## config.mk

```make
export PLATFORM = sky130hd
export DESIGN_NAME = conv_ctrl
export DESIGN_NICKNAME = d
export VERILOG_FILES = /design/src/chan_seq.v /design/src/conv_ctrl.v
export VERILOG_INCLUDE_DIRS = /design/src /design/src/include
export SDC_FILE = /design/constraint.sdc
export NUM_CORES = 1
export LEC_CHECK = 0
export BUFFER_PORTS_ARGS = -buffer_cell sky130_fd_sc_hd__buf_2
export CELL_PAD_IN_SITES_DETAIL_PLACEMENT = 2
export CELL_PAD_IN_SITES_GLOBAL_PLACEMENT = 2
export CORE_ASPECT_RATIO = 0.9
export CORE_MARGIN = 5
export CORE_UTILIZATION = 30
export DETAILED_ROUTE_END_ITERATION = 8
export PLACE_DENSITY = 0.79
export SLEW_MARGIN = 20
export SYNTH_ARGS = -nofsm -noshare
export SYNTH_HDL_FRONTEND = slang
export SYNTH_SLANG_ARGS = --single-unit
```

## constraint.sdc

```tcl
create_clock -name clk -period 1.6 [get_ports clk]
set_input_delay 0.32 -clock clk [delete_from_list [all_inputs] [get_ports clk]]
set_output_delay 0.32 -clock clk [all_outputs]
set_load 0.005 [all_outputs]
```

## src/include/conv_consts.vh

```
`ifndef CONV_CONSTS_VH
`define CONV_CONSTS_VH
`define CTRL_W          12
`define CTRL_RESET      12'h000
`define BIT_RANGE       0
`define BIT_SEQ_B       1
`define BIT_SEQ_A       2
`define BIT_MODE0       3
`define BIT_MODE1       4
`define BIT_ADDR0       5
`define BIT_ADDR1       6
`define BIT_CODING      9
`define BIT_PM0         10
`define BIT_PM1         11
`define CONV_CYCLES_12  12
`define CONV_CYCLES_10  10
`define PM_AUTO_SHDN    2'h2
`define PM_AUTO_STBY    2'h1
`endif

```

## src/chan_seq.v

```verilog
`timescale 1ns/10ps
`default_nettype none
`include "conv_consts.vh"
// picks the channel of the next conversion
module chan_seq (
   input  wire       clk,
   input  wire       rstn,
   input  wire       load,
   input  wire [1:0] addr,
   input  wire       seq_a,
   input  wire       seq_b,
   input  wire       step,
   output reg  [1:0] chan_reg
);
   reg  [1:0] last_reg;
   wire       seq_on;
   assign seq_on = seq_a & seq_b;
   always @(posedge clk or negedge rstn) begin
      if (!rstn) begin
         chan_reg <= 2'h0;
         last_reg <= 2'h0;
      end else if (load) begin
         // sequencer from 0 up to addr, else fixed channel
         chan_reg <= seq_on ? 2'h0 : addr;
         last_reg <= addr;
      end else if (step && seq_on) begin
         chan_reg <= (chan_reg == last_reg) ? 2'h0 : chan_reg + 2'h1;
      end
   end
endmodule
`default_nettype wire

```

## src/conv_ctrl.v

```verilog
`timescale 1ns/10ps
`default_nettype none
`include "conv_consts.vh"
module conv_ctrl #(
   parameter RES12 = 1
) (
   input  wire        clk,
   input  wire        rstn,
   input  wire        conversion_start_n,
   input  wire        cs_n,
   input  wire        rd_n,
   input  wire        wr_n,
   input  wire        word_mode,
   input  wire        high_byte_select,
   input  wire [11:0] data_in,
   input  wire [11:0] sar_code,
   output reg  [11:0] data_out,
   output reg  [11:0] data_oe,
   output reg         busy,
   output reg         track,
   output reg         powered,
   output reg  [1:0]  chan_sel,
   output reg  [1:0]  input_mode,
   output reg         range_2x,
   output reg         twos_comp
);
   localparam [3:0] CYC = RES12 ? `CONV_CYCLES_12 : `CONV_CYCLES_10;
   localparam [1:0] S_IDLE = 2'b01;
   localparam [1:0] S_CONV = 2'b10;

   // true for the two modes that sleep after each conversion
   function is_auto_pm;
      input [1:0] pm;
      begin
         is_auto_pm = (pm == `PM_AUTO_SHDN) || (pm == `PM_AUTO_STBY);
      end
   endfunction

   // coding and justification of the stored result
   function [11:0] fmt_result;
      input [11:0] raw;
      input        coding;
      input        full_width;
      reg   [11:0] coded;
      begin
         coded      = coding ? (raw ^ 12'h800) : raw;
         fmt_result = full_width ? coded : {coded[11:2], 2'b00};
      end
   endfunction

   // word on all twelve lines, or one byte on the low eight
   function [11:0] read_word;
      input        wide;
      input        upper;
      input [11:0] res;
      input [1:0]  id;
      begin
         if (wide) begin
            read_word = res;
         end else if (upper) begin
            read_word = {6'h00, id, res[11:8]};
         end else begin
            read_word = {4'h0, res[7:0]};
         end
      end
   endfunction

   function [11:0] read_lanes;
      input wide;
      begin
         read_lanes = wide ? 12'hFFF : 12'h0FF;
      end
   endfunction

   reg  [1:0]  state_reg;
   reg  [3:0]  cnt_reg;
   reg         start_d_reg;
   reg  [11:0] ctrl_reg;
   reg  [11:0] result_reg;
   reg  [1:0]  res_chan_reg;
   // next values of the state machine and of the read port
   reg  [1:0]  state_next;
   reg  [3:0]  cnt_next;
   reg         busy_next;
   reg         track_next;
   reg  [11:0] data_out_next;
   reg  [11:0] data_oe_next;
   wire        start_fall;
   wire        start_rise;
   wire        wr_hit;
   wire        done;
   wire [1:0]  chan;
   wire [11:0] code;

   assign start_fall = start_d_reg & ~conversion_start_n;
   assign start_rise = ~start_d_reg & conversion_start_n;
   assign wr_hit = ~cs_n & ~wr_n;
   assign done = (state_reg == S_CONV) && (cnt_reg == CYC - 4'h1);
   // twos complement flips the top bit of the straight code
   assign code = fmt_result(sar_code, ctrl_reg[`BIT_CODING], RES12 != 0);

   chan_seq u_seq (
      .clk      (clk),
      .rstn     (rstn),
      .load     (wr_hit),
      .addr     ({data_in[`BIT_ADDR1], data_in[`BIT_ADDR0]}),
      .seq_a    (data_in[`BIT_SEQ_A]),
      .seq_b    (data_in[`BIT_SEQ_B]),
      .step     (done),
      .chan_reg (chan)
   );

   always @(posedge clk or negedge rstn) begin
      if (!rstn) begin
         ctrl_reg <= `CTRL_RESET;
      end else if (wr_hit) begin
         ctrl_reg <= data_in;
      end
   end

   // idle until a start fall, then counts out the conversion cycles
   always @* begin
      state_next = state_reg;
      cnt_next   = cnt_reg;
      busy_next  = busy;
      track_next = track;
      case (state_reg)
         S_IDLE: begin
            if (start_fall) begin
               state_next = S_CONV;
               busy_next  = 1'b1;
               track_next = 1'b0;
               cnt_next   = 4'h0;
            end
         end
         S_CONV: begin
            // further start falls ignored here
            cnt_next = cnt_reg + 4'h1;
            if (cnt_reg == CYC - 4'h2) begin
               track_next = 1'b1;
            end
            if (done) begin
               busy_next  = 1'b0;
               state_next = S_IDLE;
            end
         end
         default: begin
            state_next = S_IDLE;
            busy_next  = 1'b0;
            track_next = 1'b1;
         end
      endcase
   end

   always @(posedge clk or negedge rstn) begin
      if (!rstn) begin
         state_reg    <= S_IDLE;
         cnt_reg      <= 4'h0;
         start_d_reg  <= 1'b1;
         busy         <= 1'b0;
         track        <= 1'b1;
         result_reg   <= 12'h000;
         res_chan_reg <= 2'h0;
      end else begin
         start_d_reg <= conversion_start_n;
         state_reg   <= state_next;
         cnt_reg     <= cnt_next;
         busy        <= busy_next;
         track       <= track_next;
         if (done) begin
            result_reg   <= code;
            res_chan_reg <= chan;
         end
      end
   end

   // a wake edge outranks the power-down at the end of a conversion
   always @(posedge clk or negedge rstn) begin
      if (!rstn) begin
         powered <= 1'b1;
      end else if (start_rise) begin
         powered <= 1'b1;
      end else if (done && is_auto_pm(ctrl_reg[`BIT_PM1:`BIT_PM0])) begin
         powered <= 1'b0;
      end
   end

   // only results are ever read, never the control register
   always @* begin
      data_out_next = data_out;
      // lines are released one cycle after the strobe lifts
      data_oe_next  = 12'h000;
      if (~cs_n & ~rd_n) begin
         data_out_next = read_word(word_mode, high_byte_select,
                                   result_reg, res_chan_reg);
         data_oe_next  = read_lanes(word_mode);
      end
   end

   always @(posedge clk or negedge rstn) begin
      if (!rstn) begin
         data_out <= 12'h000;
         data_oe  <= 12'h000;
      end else begin
         data_out <= data_out_next;
         data_oe  <= data_oe_next;
      end
   end

   always @(posedge clk or negedge rstn) begin
      if (!rstn) begin
         chan_sel   <= 2'h0;
         input_mode <= 2'h0;
         range_2x   <= 1'b0;
         twos_comp  <= 1'b0;
      end else begin
         chan_sel   <= chan;
         input_mode <= ctrl_reg[`BIT_MODE1:`BIT_MODE0];
         range_2x   <= ~ctrl_reg[`BIT_RANGE];
         twos_comp  <= ctrl_reg[`BIT_CODING];
      end
   end
endmodule
`default_nettype wire

```

Yosys cells after proc, flatten, opt, wreduce, memory -nomap -nowiden

Index checks and enable logic that the tools add are counted.
Widths: inputs -> output; s select.

Output and inout port bits: 33
Register bits after elaboration: 70

$add $sub $neg: 2
Reductions and logical operators: 10
Equal/unequal tests: 10
Mux-type cells: 22
Bitwise logic cells: 12

Operators with widths:

| operator            | number |
|---|---|
| $mux 12             | 4 |
| $mux 2              | 6 |
| $eq 4x4->1 const B  | 2 |
| $mux 8              | 1 |
| $pmux 4 s2          | 1 |
| $not 1->1           | 7 |
| $mux 1              | 6 |
| $reduce_and 2->1    | 3 |
| $reduce_bool 2->1   | 3 |
| $and 1x1->1         | 5 |
| $add 4x1->4 const B | 1 |
| $eq 2x1->1 const B  | 2 |
| $eq 2x2->1 const B  | 2 |
| $mux 4              | 1 |
| $ne 2x2->1 const B  | 2 |
| $pmux 1 s2          | 2 |
| $pmux 2 s2          | 1 |
| $logic_and 1x1->1   | 3 |
| $add 2x1->2 const B | 1 |
| $eq 2x2->1          | 1 |
| $ne 2x1->1 const B  | 1 |
| $logic_or 1x1->1    | 1 |

Depth between registers and ports, before layout

Gate-level depths: netlist of run 1.

Depth in word-level cells: 5
Depth in mapped cells: 7
Mapped depth without buffers: 5

Modules after synthesis

Synthesis of run 1 repeated with hierarchy kept, for this count alone.

Cell total of the unflattened synthesis: 176
Area total of the unflattened synthesis: 2260.9 um^2

Modules (own cells, without submodules):

| module    | seq. area each (um^2) | times used | area an instance (um^2) | cells each |
|---|---|---|---|---|
| conv_ctrl | 1231.2                | 1          | 2035.7                  | 155 |
| chan_seq  | 100.1                 | 1          | 225.2                   | 21 |

Worst setup path after synthesis of run 1

Ideal clock, no wire load.

Path kind: flip-flop to flip-flop
From: reg cnt_reg[0]
To: reg res_chan_reg[0]
Arrival time: 1.509 ns
Library setup time: 0.125 ns
Stages on the path, launching flop included: 7
Slack: -0.034 ns
Path buffers: 2
Data required time: 1.475 ns
Path through: dfrtp_1 > ha_1 > and3b_4 > and2_4 > buf_6 > buf_12 > mux2_4

Word-level cells in the longest chain between the ends: 2

Ends and longest elaborated chain:

| what                   | line            | source |
|---|---|---|
| start, declared        | conv_ctrl.v:76  | `reg [3:0] cnt_reg;` |
| start signal, assigned | conv_ctrl.v:167 | `cnt_reg <= cnt_next;` |
| $eq 4x4->1             | conv_ctrl.v:98  | `assign done = (state_reg == S_CONV) && (cnt_reg == CYC - 4'h1);` |
| $logic_and 1x1->1      | conv_ctrl.v:98  |  |
| end signal, assigned   | conv_ctrl.v:172 | `res_chan_reg <= chan;` |
| end, declared          | conv_ctrl.v:80  | `reg [1:0] res_chan_reg;` |

No other way between the ends.
A chain may end at the register's enable or synchronous reset.

Worst setup path after layout of run 1

From: reg cnt_reg[0]
To: reg result_reg[10]

Word-level cells in the longest chain between the ends: 2

Ends and longest elaborated chain:

| what                 | line            | source |
|---|---|---|
| $eq 4x4->1           | conv_ctrl.v:98  |  |
| $logic_and 1x1->1    | conv_ctrl.v:98  |  |
| end signal, assigned | conv_ctrl.v:171 | `result_reg <= code;` |
| end, declared        | conv_ctrl.v:79  | `reg [11:0] result_reg;` |

No other way between the ends.

==> results of run 1 <==
==> worst min-delay path by stage <==
stage / start / end / cells past startpoint
2_1_floorplan: rstn / busy / 0
3_3_place_gp: rstn / ctrl_reg[0] / 2
3_5_place_dp: rstn / ctrl_reg[11] / 2
4_1_cts: conversion_start_n / start_d_reg / 1
5_1_grt: conversion_start_n / start_d_reg / 1
6_report: conversion_start_n / start_d_reg / 1
==> metal layers <==
layer / GRT usage [%] / wire length, um / up-vias / share of wire [%]
met4: 2.95 / 58 / 0 / 1.1
met2: 21.1 / 2690 / 44 / 51
met1: 14.1 / 2250 / 805 / 43
met5: 0 / 0 / - / 0
li1: - / - / 752 / -
met3: 2.86 / 299 / 8 / 5.6
==> cell type report <==
type	instances	area (sq um)	share of cell area [%]
Tap cell	96	120	4.27
Multi-Input combinational cell	111	791	28.1
Clock buffer	6	72.6	2.58
Timing Repair Buffer	75	435	15.5
Inverter	6	22.5	0.801
Clock inverter	2	38.8	1.38
Sequential cell	53	1330	47.4
==> worst register-to-register path: stages, from the launching register on <==
cell     delay (ns)
dfrtp_1        0.36
ha_2           0.20
and3b_4        0.22
and2_4         0.17
buf_12         0.14
mux2_2         0.34
==> stage by stage <==
step	total power [mW]	hold WS, ns
floorplan	1.81	0.0244
global placement	2.00	0.337
detailed placement	2.03	0.341
CTS	2.95	0.105
global route	3.06	0.108
finish	2.90	0.119
==> cells by family after synthesis <==
family / Yosys count
compound gates: 25
flops: 53
mux: 27
simple gates: 53
fa+ha+maj: 2
buf+inv: 24
xor+xnor: 4
==> power breakdown <==
part	switching, mW	internal, mW	total [mW]
Combinational	0.201	0.217	0.418
Clock	0.437	0.470	0.908
Sequential	0.0843	1.49	1.57
==> cell usage in the layout, fill, tap and decap left out, drive strengths merged <==
cell and n:
xor2 2, buf 74, nor2b 4, o21a 1
bufinv 1, nand2 25, a22o 3, dlygate4sd3 1
dfrtp 49, and2 2, xnor2 2, dfstp 4
mux2 19, nand2b 4, and3b 1, a221oi 3
ha 2, nand4 2, mux2i 8, inv 6
a2111oi 1, nand3 7, nor2 7, o22ai 1
a21oi 3, clkinv 1, a31oi 1, clkbuf 6
or2 1, o21ai 12
==> timing repair <==
item / in CTS / in global routing
hold endpoints to repair: 14 / 0
pin swaps: 0 / 1
hold buffers: 1 / 0
endpoints found under the setup margin: 2 / 2
buffers inserted: 3 / 1
==> impl_results.html, run 1 <==
<table>
<tr><th>Metric</th><th>Value</th></tr>
<tr><th colspan="2">Placed design</th></tr>
<tr><td>Final weighted congestion in routability-driven placement</td><td>0.670</td></tr>
<tr><td>DP Cell Count</td><td>336</td></tr>
<tr><td>Worst slack after detailed placement</td><td>0.00696 ns</td></tr>
<tr><td>Dpl cell area</td><td>2650 sq um</td></tr>
<tr><td>Buffers on Ports</td><td>62</td></tr>
<tr><td>Hpwl dp</td><td>3.93 mm</td></tr>
<tr><th colspan="2">Setup path</th></tr>
<tr><td>Required time reported for the critical path endpoint</td><td>1.80 ns</td></tr>
<tr><td>Bufs and invs on worst path</td><td>1</td></tr>
<tr><td>Reg2reg end</td><td>result_reg[10]</td></tr>
<tr><td>Slowest cell on crit path</td><td>dfrtp_1</td></tr>
<tr><td>Crit path depth</td><td>5</td></tr>
<tr><td>CP max stage delay</td><td>0.36 ns</td></tr>
<tr><td>Worst r2r src</td><td>cnt_reg[0]</td></tr>
<tr><td>Type of element capturing the critical path</td><td>register</td></tr>
<tr><td>Critical Path Source Type</td><td>register</td></tr>
<tr><td>Family with the most delay on the worst path</td><td>simple AND/OR/NAND/NOR gates</td></tr>
<tr><td>Critical path origin</td><td>cnt_reg[0]</td></tr>
<tr><td>Maximum fanout count along the critical path</td><td>11</td></tr>
<tr><td>Chain of cells forming the critical path</td><td>ha_2 &gt; and3b_4 &gt; and2_4 &gt; buf_12 &gt; mux2_2</td></tr>
<tr><td>Worst setup endpoint</td><td>result_reg[10]</td></tr>
<tr><td>Reg-to-reg slack, setup</td><td>0.07 ns</td></tr>
<tr><td>Crit Path Class</td><td>reg2reg</td></tr>
<tr><td>Worst Reg2Reg Path Length in Cells</td><td>5</td></tr>
<tr><td>Data arrival at the endpoint of the critical path</td><td>1.73 ns</td></tr>
<tr><th colspan="2">Logic synthesis</th></tr>
<tr><td>Post-synthesis mux area share</td><td>14.0%</td></tr>
<tr><td>Async set or reset register ratio after synthesis</td><td>100%</td></tr>
<tr><td>Part of the Yosys area used for sequential elements</td><td>58.4%</td></tr>
<tr><td>Area share of the largest cell type after synthesis</td><td>53.8%</td></tr>
<tr><td>Share of synthesized cell area in and, or, nand and nor gates</td><td>11.0%</td></tr>
<tr><td>Most instantiated cells after synthesis</td><td>dfrtp_1, nand2_1, mux2_2, o21ai_0, buf_4</td></tr>
<tr><td>Distinct cell type count of the synthesized netlist</td><td>32</td></tr>
<tr><td>Net count after synthesis</td><td>222</td></tr>
<tr><td>Most area-consuming cells after synthesis</td><td>dfrtp_1, mux2_2, dfstp_2</td></tr>
<tr><td>Count of flip-flops with a built-in enable after synthesis</td><td>0</td></tr>
<tr><td>Synthesized-area fraction occupied by ao, oa, aoi and oai cells</td><td>6.86%</td></tr>
<tr><td>Post-Synth Adder-Cell Area</td><td>1.10%</td></tr>
<tr><td>Cell accounting for the most synthesized area</td><td>dfrtp_1</td></tr>
<tr><td>Number of register bits inferred by synthesis</td><td>53</td></tr>
<tr><td>Per-instance average area after synthesis</td><td>12.1 sq um</td></tr>
<tr><td>Dominant combinational cell family by area after synthesis</td><td>multiplexers</td></tr>
<tr><td>Netlist area before placement</td><td>2280 sq um</td></tr>
<tr><td>XOR/XNOR Fraction of Synth Area</td><td>1.54%</td></tr>
<tr><td>Post-Synthesis Cells</td><td>188</td></tr>
<tr><td>Most common cell in the synthesized netlist</td><td>dfrtp_1</td></tr>
<tr><td>Dominant synthesized flop cell</td><td>dfrtp_1</td></tr>
<tr><td>Warnings from Yosys</td><td>0</td></tr>
<tr><th colspan="2">STA</th></tr>
<tr><td>Aggregate negative setup slack</td><td>0 ns</td></tr>
<tr><td>Achievable frequency</td><td>653 MHz</td></tr>
<tr><td>Maximum clock skew at final layout</td><td>0.00653 ns</td></tr>
<tr><td>Max transition margin</td><td>74.3%</td></tr>
<tr><td>Transition time of the tightest slew-check pin</td><td>0.376 ns</td></tr>
<tr><td>Setup repair after global routing missed its margin</td><td>false</td></tr>
<tr><td>Final setup violation count</td><td>0</td></tr>
<tr><td>Final count of pins violating max slew</td><td>0</td></tr>
<tr><td>Ratio of final minimum period to clock period</td><td>95.7%</td></tr>
<tr><td>Setup slack of the critical path after layout</td><td>0.0688 ns</td></tr>
<tr><td>Final Critical Period</td><td>1.53 ns</td></tr>
<tr><td>Number of endpoints with negative hold slack in the final report</td><td>0</td></tr>
<tr><th colspan="2">Clocking</th></tr>
<tr><td>Number of clock buffers inserted by TritonCTS</td><td>5</td></tr>
<tr><td>Clock tree from TritonCTS</td><td>yes</td></tr>
<tr><td>Number of buffers on the longest clock path</td><td>2</td></tr>
<tr><td>Clock network latency to the later pin of the worst-skew pair</td><td>0.31 ns</td></tr>
<tr><td>Cells resized by post-CTS repair</td><td>0</td></tr>
<tr><td>Clock sink total</td><td>53</td></tr>
<tr><td>Clock transition at the registers of the reported paths</td><td>0.10 ns</td></tr>
<tr><td>CTS H-tree lvls</td><td>2</td></tr>
<tr><td>Root buffer cell</td><td>clkbuf_8</td></tr>
<tr><th colspan="2">GRT</th></tr>
<tr><td>Maximum number of pins on one net before global-route repair</td><td>54</td></tr>
<tr><td>GR Overflow Total</td><td>0</td></tr>
<tr><td>First-pass GRT wire length</td><td>8.71 mm</td></tr>
<tr><td>Total Routing Usage GR</td><td>11.8%</td></tr>
<tr><td>Number of global-route vias before repair</td><td>1,787</td></tr>
<tr><td>Antenna violations before repair</td><td>0</td></tr>
<tr><th colspan="2">Layout</th></tr>
<tr><td>Non-filler cells, final</td><td>349</td></tr>
<tr><td>Layout cells sized above 1</td><td>42.7%</td></tr>
<tr><td>Filler Cell Count</td><td>831</td></tr>
<tr><td>Summed area of non-filler cells in the final layout</td><td>2810 sq um</td></tr>
<tr><td>Antenna fix cells</td><td>0</td></tr>
<tr><td>Final net count</td><td>286</td></tr>
<tr><td>Core utilization of the finished layout</td><td>37.6%</td></tr>
<tr><td>Relative area change from synthesis to final layout</td><td>23.3%</td></tr>
<tr><th colspan="2">Flow run</th></tr>
<tr><td>Max Cap Violations</td><td>0</td></tr>
<tr><th colspan="2">Floorplanning</th></tr>
<tr><td>Die width</td><td>102 um</td></tr>
<tr><td># rows</td><td>30</td></tr>
<tr><td>Die Height</td><td>92.7 um</td></tr>
<tr><td>Starting density of the core</td><td>30.5%</td></tr>
<tr><td>I/O pin count</td><td>65</td></tr>
<tr><td>Core box area</td><td>7470 sq um</td></tr>
<tr><td>Total Die Area</td><td>9450 sq um</td></tr>
<tr><th colspan="2">Routing</th></tr>
<tr><td>Post-Route WL</td><td>5.30 mm</td></tr>
<tr><td>Avg Vias per Cell</td><td>4.61</td></tr>
<tr><td>Count of unresolved DRC violations after routing</td><td>0</td></tr>
<tr><td>Antenna viol nets, final</td><td>0</td></tr>
<tr><td>DRT Pass-1 Iters</td><td>4</td></tr>
<tr><td>Starting DRC count in detailed routing</td><td>28</td></tr>
<tr><td>Per-cell routed wire length</td><td>15.2 um</td></tr>
<tr><td>DR vias</td><td>1,609</td></tr>
<tr><th colspan="2">Outcome</th></tr>
<tr><td>Outcome</td><td>finished, final reports clean</td></tr>
<tr><th colspan="2">Power</th></tr>
<tr><td>Leakage</td><td>1.37 nW</td></tr>
<tr><td>Power per standard cell area</td><td>1030 nW/um^2</td></tr>
<tr><td>Worst VDD drop</td><td>0.331 mV</td></tr>
<tr><th colspan="2">Min path</th></tr>
<tr><td>Path class of the lowest-slack min-delay path</td><td>in2reg</td></tr>
</table>
(Power assumes the default switching activity.)
==> inputs of run 2 (changes only) <==
Settings changed: CORE_UTILIZATION 30 to 31, CTS_BUF_LIST set to sky130_fd_sc_hd__clkbuf_4 sky130_fd_sc_hd__clkbuf_8, PLACE_DENSITY 0.79 to 0.81, REMOVE_ABC_BUFFERS set to 1.
==> run 2 against run 1 <==
  * Sequential share of layout area rose by 0.21 points
  * Via count down 0.75%
  * Largest cell class unchanged
  * Register-to-register slack improved by 0.02 ns
  * Worst setup slack gained 0.016 ns
  * Clock-buffer cell count stayed put
  * Clock skew is 0.0044 ns higher
  * Total power rose by 0.78%
  * Maximum frequency is 1.0% higher
  * Non-clock buffer count shrank 1
  * Combinational power hardly changed
  * Clock power up 2%
  * First-iteration DRC count down 71%
==> impl_results.html, run 2 (synthesized netlist as in run 1, its figures left out) <==
<table>
<tr><th>Metric</th><th>Value</th></tr>
<tr><th colspan="2">Floorplanning</th></tr>
<tr><td>Die Height</td><td>91.4 um (-1.5%)</td></tr>
<tr><td>Die width</td><td>100 um (-1.5%)</td></tr>
<tr><td>Starting density of the core</td><td>32.1% (+1.5 points)</td></tr>
<tr><td>Total Die Area</td><td>9180 sq um (-2.9%)</td></tr>
<tr><td># rows</td><td>29 (-3.3%)</td></tr>
<tr><td>Core box area</td><td>7110 sq um (-4.8%)</td></tr>
<tr><td>I/O pin count</td><td>65 (unchanged)</td></tr>
<tr><th colspan="2">Routing</th></tr>
<tr><td>Count of unresolved DRC violations after routing</td><td>0 (unchanged)</td></tr>
<tr><td>Avg Vias per Cell</td><td>4.62 (+0.11%)</td></tr>
<tr><td>Starting DRC count in detailed routing</td><td>8 (-71%)</td></tr>
<tr><td>Post-Route WL</td><td>5.54 mm (+4.7%)</td></tr>
<tr><td>DRT Pass-1 Iters</td><td>2 (-2)</td></tr>
<tr><td>DR vias</td><td>1,597 (-0.75%)</td></tr>
<tr><td>Per-cell routed wire length</td><td>16.0 um (+5.6%)</td></tr>
<tr><td>Antenna viol nets, final</td><td>0 (unchanged)</td></tr>
<tr><th colspan="2">GRT</th></tr>
<tr><td>Met2 track utilization from global routing</td><td>21.3% (+0.22 points)</td></tr>
<tr><td>Most congested layer reported by global routing</td><td>met2</td></tr>
<tr><td>First-pass GRT wire length</td><td>9.02 mm (+3.5%)</td></tr>
<tr><td>Number of global-route vias before repair</td><td>1,760 (-1.5%)</td></tr>
<tr><td>Global routing met3 resource utilization</td><td>3.91% (+1.0 points)</td></tr>
<tr><td>Maximum number of pins on one net before global-route repair</td><td>28 (-48%)</td></tr>
<tr><td>Met1 GRT Util</td><td>15.6% (+1.5 points)</td></tr>
<tr><td>Antenna violations before repair</td><td>0 (unchanged)</td></tr>
<tr><td>Total Routing Usage GR</td><td>12.6% (+0.85 points)</td></tr>
<tr><td>GR Overflow Total</td><td>0 (unchanged)</td></tr>
<tr><th colspan="2">Power</th></tr>
<tr><td>Clk network pwr share</td><td>31.7% (+0.4 points)</td></tr>
<tr><td>Power per standard cell area</td><td>1040 nW/um^2 (+1.2%)</td></tr>
<tr><td>Internal</td><td>2.19 mW (+0.75%)</td></tr>
<tr><td>Worst VDD drop</td><td>0.372 mV (+13%)</td></tr>
<tr><td>Design Power</td><td>2.92 mW (+0.78%)</td></tr>
<tr><td>Switching share of total power</td><td>25.0% (about the same)</td></tr>
<tr><td>Sequential power share</td><td>53.9% (-0.3 points)</td></tr>
<tr><td>Proportion of power drawn by combinational gates</td><td>14.4% (about the same)</td></tr>
<tr><td>Leakage</td><td>1.37 nW (about the same)</td></tr>
<tr><td>Psw</td><td>0.729 mW (+0.85%)</td></tr>
<tr><th colspan="2">Clocking</th></tr>
<tr><td>Number of clock buffers inserted by TritonCTS</td><td>5 (unchanged)</td></tr>
<tr><td>Clock transition at the registers of the reported paths</td><td>0.10 ns (about the same)</td></tr>
<tr><td>CTS H-tree lvls</td><td>2 (unchanged)</td></tr>
<tr><td>Clock tree from TritonCTS</td><td>yes</td></tr>
<tr><td>Clock sink total</td><td>53 (unchanged)</td></tr>
<tr><td>Root buffer cell</td><td>clkbuf_8</td></tr>
<tr><td>Clock network latency to the later pin of the worst-skew pair</td><td>0.31 ns (about the same)</td></tr>
<tr><td>Number of buffers on the longest clock path</td><td>2 (unchanged)</td></tr>
<tr><th colspan="2">Flow run</th></tr>
<tr><td>Max Cap Violations</td><td>0 (unchanged)</td></tr>
<tr><th colspan="2">Setup path</th></tr>
<tr><td>Chain of cells forming the critical path</td><td>ha_1 &gt; and3b_4 &gt; and2_2 &gt; mux2_4</td></tr>
<tr><td>Bufs and invs on worst path</td><td>0 (-1)</td></tr>
<tr><td>Crit path depth</td><td>4 (-1)</td></tr>
<tr><td>Data arrival at the endpoint of the critical path</td><td>1.72 ns (about the same)</td></tr>
<tr><td>Type of element capturing the critical path</td><td>register</td></tr>
<tr><td>Slowest cell on crit path</td><td>dfrtp_1</td></tr>
<tr><td>Required time reported for the critical path endpoint</td><td>1.80 ns (about the same)</td></tr>
<tr><td>Maximum fanout count along the critical path</td><td>7 (-4)</td></tr>
<tr><td>Critical Path Source Type</td><td>register</td></tr>
<tr><td>Crit Path Class</td><td>reg2reg</td></tr>
<tr><td>Worst Reg2Reg Path Length in Cells</td><td>4 (-1)</td></tr>
<tr><td>Family with the most delay on the worst path</td><td>simple AND/OR/NAND/NOR gates</td></tr>
<tr><td>CP max stage delay</td><td>0.39 ns (+0.03 ns)</td></tr>
<tr><th colspan="2">Layout</th></tr>
<tr><td>Storage cell area</td><td>1330 sq um (unchanged)</td></tr>
<tr><td>Summed area of non-filler cells in the final layout</td><td>2800 sq um (-0.45%)</td></tr>
<tr><td>Total area of multi-input combinational cells</td><td>798 sq um (+0.95%)</td></tr>
<tr><td>Antenna fix cells</td><td>0 (unchanged)</td></tr>
<tr><td>Layout cells sized above 1</td><td>43.1% (+0.40 points)</td></tr>
<tr><td>Filler Cell Count</td><td>795 (-4.3%)</td></tr>
<tr><td>Most common cell after layout, fill and taps aside</td><td>buf_2</td></tr>
<tr><td>Relative area change from synthesis to final layout</td><td>22.7%</td></tr>
<tr><td>Most used cells in the layout excluding fill and tap cells</td><td>buf_2, dfrtp_1, nand2_1</td></tr>
<tr><td>Final net count</td><td>286 (unchanged)</td></tr>
<tr><th colspan="2">Placed design</th></tr>
<tr><td>Final weighted congestion in routability-driven placement</td><td>0.789 (+18%)</td></tr>
<tr><td>Hpwl dp</td><td>4.28 mm (+8.8%)</td></tr>
<tr><td>Buffers on Ports</td><td>62 (unchanged)</td></tr>
<tr><td>Dpl cell area</td><td>2660 sq um (+0.33%)</td></tr>
<tr><td>Worst slack after detailed placement</td><td>0.0391 ns (+0.0321 ns)</td></tr>
<tr><th colspan="2">Min path</th></tr>
<tr><td>Depth of the worst hold-timing path</td><td>1 (unchanged)</td></tr>
<tr><td>Path class of the lowest-slack min-delay path</td><td>in2reg</td></tr>
<tr><th colspan="2">STA</th></tr>
<tr><td>Max transition margin</td><td>68.0% (-6.3 points)</td></tr>
<tr><td>Setup repair after global routing missed its margin</td><td>false</td></tr>
<tr><td>Final count of pins violating max slew</td><td>0 (unchanged)</td></tr>
<tr><td>Transition time of the tightest slew-check pin</td><td>0.480 ns (+0.104 ns)</td></tr>
<tr><td>Final setup violation count</td><td>0 (unchanged)</td></tr>
<tr><td>Final Critical Period</td><td>1.52 ns (-0.0157 ns)</td></tr>
<tr><td>Ratio of final minimum period to clock period</td><td>94.7% (-0.98 points)</td></tr>
<tr><td>Achievable frequency</td><td>660 MHz (+1.0%)</td></tr>
<tr><td>Maximum clock skew at final layout</td><td>0.0109 ns (+0.00441 ns)</td></tr>
<tr><td>Number of endpoints with negative hold slack in the final report</td><td>0 (unchanged)</td></tr>
<tr><td>Worst hold slack across all endpoints</td><td>0.128 ns (+0.00885 ns)</td></tr>
<tr><td>Setup slack of the critical path after layout</td><td>0.0845 ns (+0.0157 ns)</td></tr>
<tr><td>Aggregate negative setup slack</td><td>0 ns (unchanged)</td></tr>
<tr><th colspan="2">Outcome</th></tr>
<tr><td>Outcome</td><td>finished, final reports clean</td></tr>
</table>
[run 2: worst reg2reg max path: stages, from the launching register on]
cell     delay, ns
dfrtp_1       0.39
ha_1          0.21
and3b_4       0.21
and2_2        0.28
mux2_4        0.32
[run 2: path summary, 6_finish.rpt]
path                               startpoint              end  slack, ns
max reg2reg                        cnt_reg[0]  res_chan_reg[1]       0.08
max                                cnt_reg[0]  res_chan_reg[1]       0.08
min                        conversion_start_n      start_d_reg       0.13
min in group asynchronous                rstn    result_reg[5]       0.49
max in group asynchronous                rstn      ctrl_reg[5]       0.57
min reg2reg                       ctrl_reg[4]    input_mode[1]       0.38
[run 2: power groups by stage]
stage / logic (mW) / clock network, mW / registers (mW)
CTS: 0.435 / 0.975 / 1.58
detailed placement: 0.432 / 0 / 1.60
global route: 0.479 / 1.02 / 1.60
finish: 0.419 / 0.926 / 1.57
floorplan: 0.178 / 0 / 1.60
global placement: 0.409 / 0 / 1.59
[run 2: layer usage]
metal,share of wire [%],vias to the layer above,routed length (um)
met5,0,-,0
met4,1.0,0,57
met3,6.6,6,364
met2,50,47,2780
met1,42,792,2340
li1,-,752,-
[run 2: cell type report]
| class | instances | share of cell area, % |
|---|---|---|
| tap | 93 | 4.16 |
| clock inverter | 2 | 1.39 |
| timing repair buffer | 74 | 14.8 |
| multi-input combinational | 112 | 28.5 |
| clock buffer | 6 | 2.73 |
| inverter | 6 | 0.805 |
| sequential | 53 | 47.6 |
[run 2: through the flow]
step | util, % | cells
CTS | 39.1 | 344
finish | 39.4 | 346
floorplan | - | 170
detailed placement | 37.4 | 335
global route | 39.4 | 346
global placement | 37.4 | 335
[run 2: what timing repair did]
item | CTS | global route
gates resized for setup | 0 | 1
endpoints found under the hold margin | 13 | 0
buffers inserted | 0 | 1
setup endpoints to repair | 0 | 6
hold buffers | 1 | 0
==> inputs of run 3 (changes only) <==
Settings changed: ABC_AREA set to 1, CORE_UTILIZATION 31 to 28, PLACE_DENSITY 0.81 to 0.8.
==> run 3 against run 2 <==
  * Via count is 15% higher
  * Largest cell class unchanged
  * First-iteration DRC count grew to 3.6 times the previous value
  * Sequential power is 3% higher
  * Synthesized cell count is 30% higher
  * Final cell count is 17% higher
  * Critical path depth is 1 higher
  * Clock power is 19% lower
  * Synthesized area is 1.0% lower
  * Worst setup slack better by 0.12 ns
==> impl_results.html, run 3 <==
<table>
<tr><th>Metric</th><th>Value</th></tr>
<tr><th colspan="2">Setup path</th></tr>
<tr><td>Family with the most delay on the worst path</td><td>flip-flops</td></tr>
<tr><td>Crit Path Class</td><td>reg2reg</td></tr>
<tr><td>Critical Path Source Type</td><td>register</td></tr>
<tr><td>CP max stage delay</td><td>0.43 ns (+0.04 ns)</td></tr>
<tr><td>Chain of cells forming the critical path</td><td>ha_1 &gt; nand3_4 &gt; inv_2 &gt; nand2_1 &gt; o21ai_0</td></tr>
<tr><td>Reg2reg end</td><td>result_reg[10]</td></tr>
<tr><td>Maximum fanout count along the critical path</td><td>14 (+7)</td></tr>
<tr><td>Required time reported for the critical path endpoint</td><td>1.82 ns (+0.02 ns)</td></tr>
<tr><td>Data arrival at the endpoint of the critical path</td><td>1.62 ns (-0.10 ns)</td></tr>
<tr><td>Worst r2r src</td><td>cnt_reg[0]</td></tr>
<tr><td>Type of element capturing the critical path</td><td>register</td></tr>
<tr><td>Bufs and invs on worst path</td><td>1 (+1)</td></tr>
<tr><td>Crit path depth</td><td>5 (+1)</td></tr>
<tr><td>Reg-to-reg slack, setup</td><td>0.20 ns (+0.12 ns)</td></tr>
<tr><td>Slowest cell on crit path</td><td>dfrtp_1</td></tr>
<tr><td>Worst Reg2Reg Path Length in Cells</td><td>5 (+1)</td></tr>
<tr><th colspan="2">Floorplanning</th></tr>
<tr><td>Core box area</td><td>7950 sq um (+12%)</td></tr>
<tr><td># rows</td><td>31 (+6.9%)</td></tr>
<tr><td>Total Die Area</td><td>9960 sq um (+8.5%)</td></tr>
<tr><td>Starting density of the core</td><td>28.4% (-3.7 points)</td></tr>
<tr><td>Die width</td><td>105 um (+4.2%)</td></tr>
<tr><td>I/O pin count</td><td>65 (unchanged)</td></tr>
<tr><td>Die Height</td><td>95.2 um (+4.2%)</td></tr>
<tr><th colspan="2">Clocking</th></tr>
<tr><td>Number of clock buffers inserted by TritonCTS</td><td>5 (unchanged)</td></tr>
<tr><td>Clock tree from TritonCTS</td><td>yes</td></tr>
<tr><td>Number of buffers on the longest clock path</td><td>2 (unchanged)</td></tr>
<tr><td>Clock sink total</td><td>53 (unchanged)</td></tr>
<tr><td>CTS H-tree lvls</td><td>2 (unchanged)</td></tr>
<tr><td>Setup bufs post-CTS</td><td>0 (unchanged)</td></tr>
<tr><td>Cells resized by post-CTS repair</td><td>0 (unchanged)</td></tr>
<tr><td>Root buffer cell</td><td>clkbuf_8</td></tr>
<tr><td>Clock transition at the registers of the reported paths</td><td>0.09 ns (about the same)</td></tr>
<tr><td>Clock network latency to the later pin of the worst-skew pair</td><td>0.30 ns (about the same)</td></tr>
<tr><th colspan="2">Layout</th></tr>
<tr><td>Summed area of non-filler cells in the final layout</td><td>2730 sq um (-2.3%)</td></tr>
<tr><td>Most used cells in the layout excluding fill and tap cells</td><td>nand2_1, buf_2, dfrtp_1</td></tr>
<tr><td>Layout cells sized above 1</td><td>29.0% (-14 points)</td></tr>
<tr><td>Final net count</td><td>340 (+19%)</td></tr>
<tr><td>Relative area change from synthesis to final layout</td><td>21.1%</td></tr>
<tr><td>Antenna fix cells</td><td>0 (unchanged)</td></tr>
<tr><td>Most common cell after layout, fill and taps aside</td><td>nand2_1</td></tr>
<tr><th colspan="2">Logic synthesis</th></tr>
<tr><td>Cell accounting for the most synthesized area</td><td>dfrtp_1</td></tr>
<tr><td>Most instantiated cells after synthesis</td><td>nand2_1, dfrtp_1, o21ai_0</td></tr>
<tr><td>Area share of the largest cell type after synthesis</td><td>54.3% (+0.57 points)</td></tr>
<tr><td>Most common cell in the synthesized netlist</td><td>nand2_1</td></tr>
<tr><td>Warnings from Yosys</td><td>0 (unchanged)</td></tr>
<tr><td>Part of the Yosys area used for sequential elements</td><td>59.0% (+0.61 points)</td></tr>
<tr><td>Post-Synthesis Cells</td><td>245 (+30%)</td></tr>
<tr><td>Number of register bits inferred by synthesis</td><td>53 (unchanged)</td></tr>
<tr><td>Count of flip-flops with a built-in enable after synthesis</td><td>0 (unchanged)</td></tr>
<tr><td>Dominant synthesized flop cell</td><td>dfrtp_1</td></tr>
<tr><td>Per-instance average area after synthesis</td><td>9.21 sq um (-24%)</td></tr>
<tr><td>Netlist area before placement</td><td>2260 sq um (-1.0%)</td></tr>
<tr><td>Most area-consuming cells after synthesis</td><td>dfrtp_1, nand2_1, dfstp_2</td></tr>
<tr><td>Async set or reset register ratio after synthesis</td><td>100% (unchanged)</td></tr>
<tr><td>Distinct cell type count of the synthesized netlist</td><td>22 (-31%)</td></tr>
<tr><th colspan="2">STA</th></tr>
<tr><td>Setup repair after global routing missed its margin</td><td>false</td></tr>
<tr><td>Transition time of the tightest slew-check pin</td><td>0.361 ns (-0.119 ns)</td></tr>
<tr><td>Achievable frequency</td><td>715 MHz (+8.3%)</td></tr>
<tr><td>Maximum clock skew at final layout</td><td>0.00409 ns (-0.00686 ns)</td></tr>
<tr><td>Max transition margin</td><td>75.9% (+7.9 points)</td></tr>
<tr><td>Ratio of final minimum period to clock period</td><td>87.5% (-7.3 points)</td></tr>
<tr><td>Final count of pins violating max slew</td><td>0 (unchanged)</td></tr>
<tr><td>Aggregate negative setup slack</td><td>0 ns (unchanged)</td></tr>
<tr><td>Final Critical Period</td><td>1.40 ns (-0.116 ns)</td></tr>
<tr><td>Final setup violation count</td><td>0 (unchanged)</td></tr>
<tr><td>Number of endpoints with negative hold slack in the final report</td><td>0 (unchanged)</td></tr>
<tr><th colspan="2">GRT</th></tr>
<tr><td>GR Overflow Total</td><td>0 (unchanged)</td></tr>
<tr><td>First-pass GRT wire length</td><td>10.0 mm (+11%)</td></tr>
<tr><td>Antenna violations before repair</td><td>0 (unchanged)</td></tr>
<tr><td>Total Routing Usage GR</td><td>12.4% (-0.26 points)</td></tr>
<tr><td>Number of global-route vias before repair</td><td>2,030 (+15%)</td></tr>
<tr><td>Maximum number of pins on one net before global-route repair</td><td>40 (+43%)</td></tr>
<tr><th colspan="2">Routing</th></tr>
<tr><td>Avg Vias per Cell</td><td>4.54 (-1.7%)</td></tr>
<tr><td>Starting DRC count in detailed routing</td><td>29 (+21)</td></tr>
<tr><td>Count of unresolved DRC violations after routing</td><td>0 (unchanged)</td></tr>
<tr><td>DRT Pass-1 Iters</td><td>4 (+2)</td></tr>
<tr><td>Post-Route WL</td><td>5.95 mm (+7.3%)</td></tr>
<tr><td>Per-cell routed wire length</td><td>14.6 um (-8.6%)</td></tr>
<tr><td>Antenna viol nets, final</td><td>0 (unchanged)</td></tr>
<tr><td>DR vias</td><td>1,842 (+15%)</td></tr>
<tr><th colspan="2">Placed design</th></tr>
<tr><td>Dpl cell area</td><td>2640 sq um (-0.71%)</td></tr>
<tr><td>Buffers on Ports</td><td>62 (unchanged)</td></tr>
<tr><td>Final weighted congestion in routability-driven placement</td><td>0.762 (-3.4%)</td></tr>
<tr><td>Hpwl dp</td><td>4.68 mm (+9.3%)</td></tr>
<tr><th colspan="2">Min path</th></tr>
<tr><td>Path class of the lowest-slack min-delay path</td><td>in2reg</td></tr>
<tr><td>Worst Hold Path EP</td><td>start_d_reg</td></tr>
<tr><td>Launch instance of the worst min-delay path</td><td>conversion_start_n</td></tr>
<tr><td>Depth of the worst hold-timing path</td><td>1 (unchanged)</td></tr>
<tr><th colspan="2">Power</th></tr>
<tr><td>Power per standard cell area</td><td>1040 nW/um^2 (-0.28%)</td></tr>
<tr><td>Leakage</td><td>1.43 nW (+3.9%)</td></tr>
<tr><td>Worst VDD drop</td><td>0.309 mV (-17%)</td></tr>
<tr><th colspan="2">Flow run</th></tr>
<tr><td>Max Cap Violations</td><td>0 (unchanged)</td></tr>
<tr><th colspan="2">Outcome</th></tr>
<tr><td>Outcome</td><td>finished, final reports clean</td></tr>
</table>
run 3: changes by cell type after synthesis, sizes merged, moves of 5 or more:
cell	delta
nand3	+8
a31oi	+5
mux2	-19
mux2i	-8
o21ai	+12
nor2	+8
inv	+17
nand2	+60
run 3: cells by family (layout without fill, tap and decap cells):
family | after synthesis | count (layout) | share of synthesized area, %
and+or+nand+nor | 115 | 115 | 21.8
DFF | 53 | 53 | 59.0
buffers and inverters | 37 | 99 | 8.43
AOI/OAI and AO/OA | 36 | 36 | 8.87
adders and majority gates | 2 | 2 | 1.11
xor gates and xnor gates | 2 | 2 | 0.776
run 3: worst reg2reg max path: stages (launching register included):
cell     delay (ns)
dfrtp_1        0.43
ha_1           0.26
nand3_4        0.19
inv_2          0.27
nand2_1        0.09
o21ai_0        0.09
run 3: worst max path at each step:
stage / start / slack (ns) / end
final: cnt_reg[0] / 0.20 / result_reg[10]
after global routing: cnt_reg[0] / 0.03 / result_reg[8]
after CTS: cnt_reg[0] / 0.16 / result_reg[10]
after detailed placement: cnt_reg[0] / 0.19 / result_reg[10]
after global placement: cnt_reg[0] / 0.25 / result_reg[9]
after floorplan: cnt_reg[0] / 0.41 / result_reg[10]
run 3: area by class of cell:
| type | instances | area (sq um) |
|---|---|---|
| fillers | 886 | 5220 |
| flip-flops and latches | 53 | 1330 |
| multi-input cells | 155 | 736 |
| repair buffers | 68 | 370 |
| well taps | 99 | 124 |
| inverters | 23 | 86.3 |
| clock buffers | 6 | 76.3 |
| clock inverters | 2 | 10.0 |
run 3: routing by layer:
layer	vias up	part of all wire, %	global-route usage [%]	wire (um)
li1	885	-	-	-
met1	920	44	15.7	2640
met2	32	51	21.8	3040
met3	5	3.4	2.64	205
met4	0	0.96	2.88	57
met5	-	0	0	0
run 3: what timing repair did:
item	4_1_cts	5_1_grt
endpoints found under the hold margin	10	0
setup endpoints to repair	0	0
hold buffers	1	0
run 3: stage by stage:
stage,hold slack [ns],instances,util [%],power [mW],setup WS [ns]
final,0.131,406,34.4,2.84,0.201
after global routing,0.114,406,34.4,3.06,0.0350
after CTS,0.118,406,34.4,2.91,0.160
after detailed placement,0.253,397,33.2,2.14,0.187
after global placement,0.250,397,33.2,2.10,0.254
after floorplan,0.0244,231,-,1.86,0.414
run 3: power breakdown:
part	total, mW	internal (mW)	leakage (nW)	switching, mW
logic	0.472	0.202	0.734	0.270
registers	1.62	1.51	0.646	0.117
clock network	0.748	0.322	0.0484	0.426
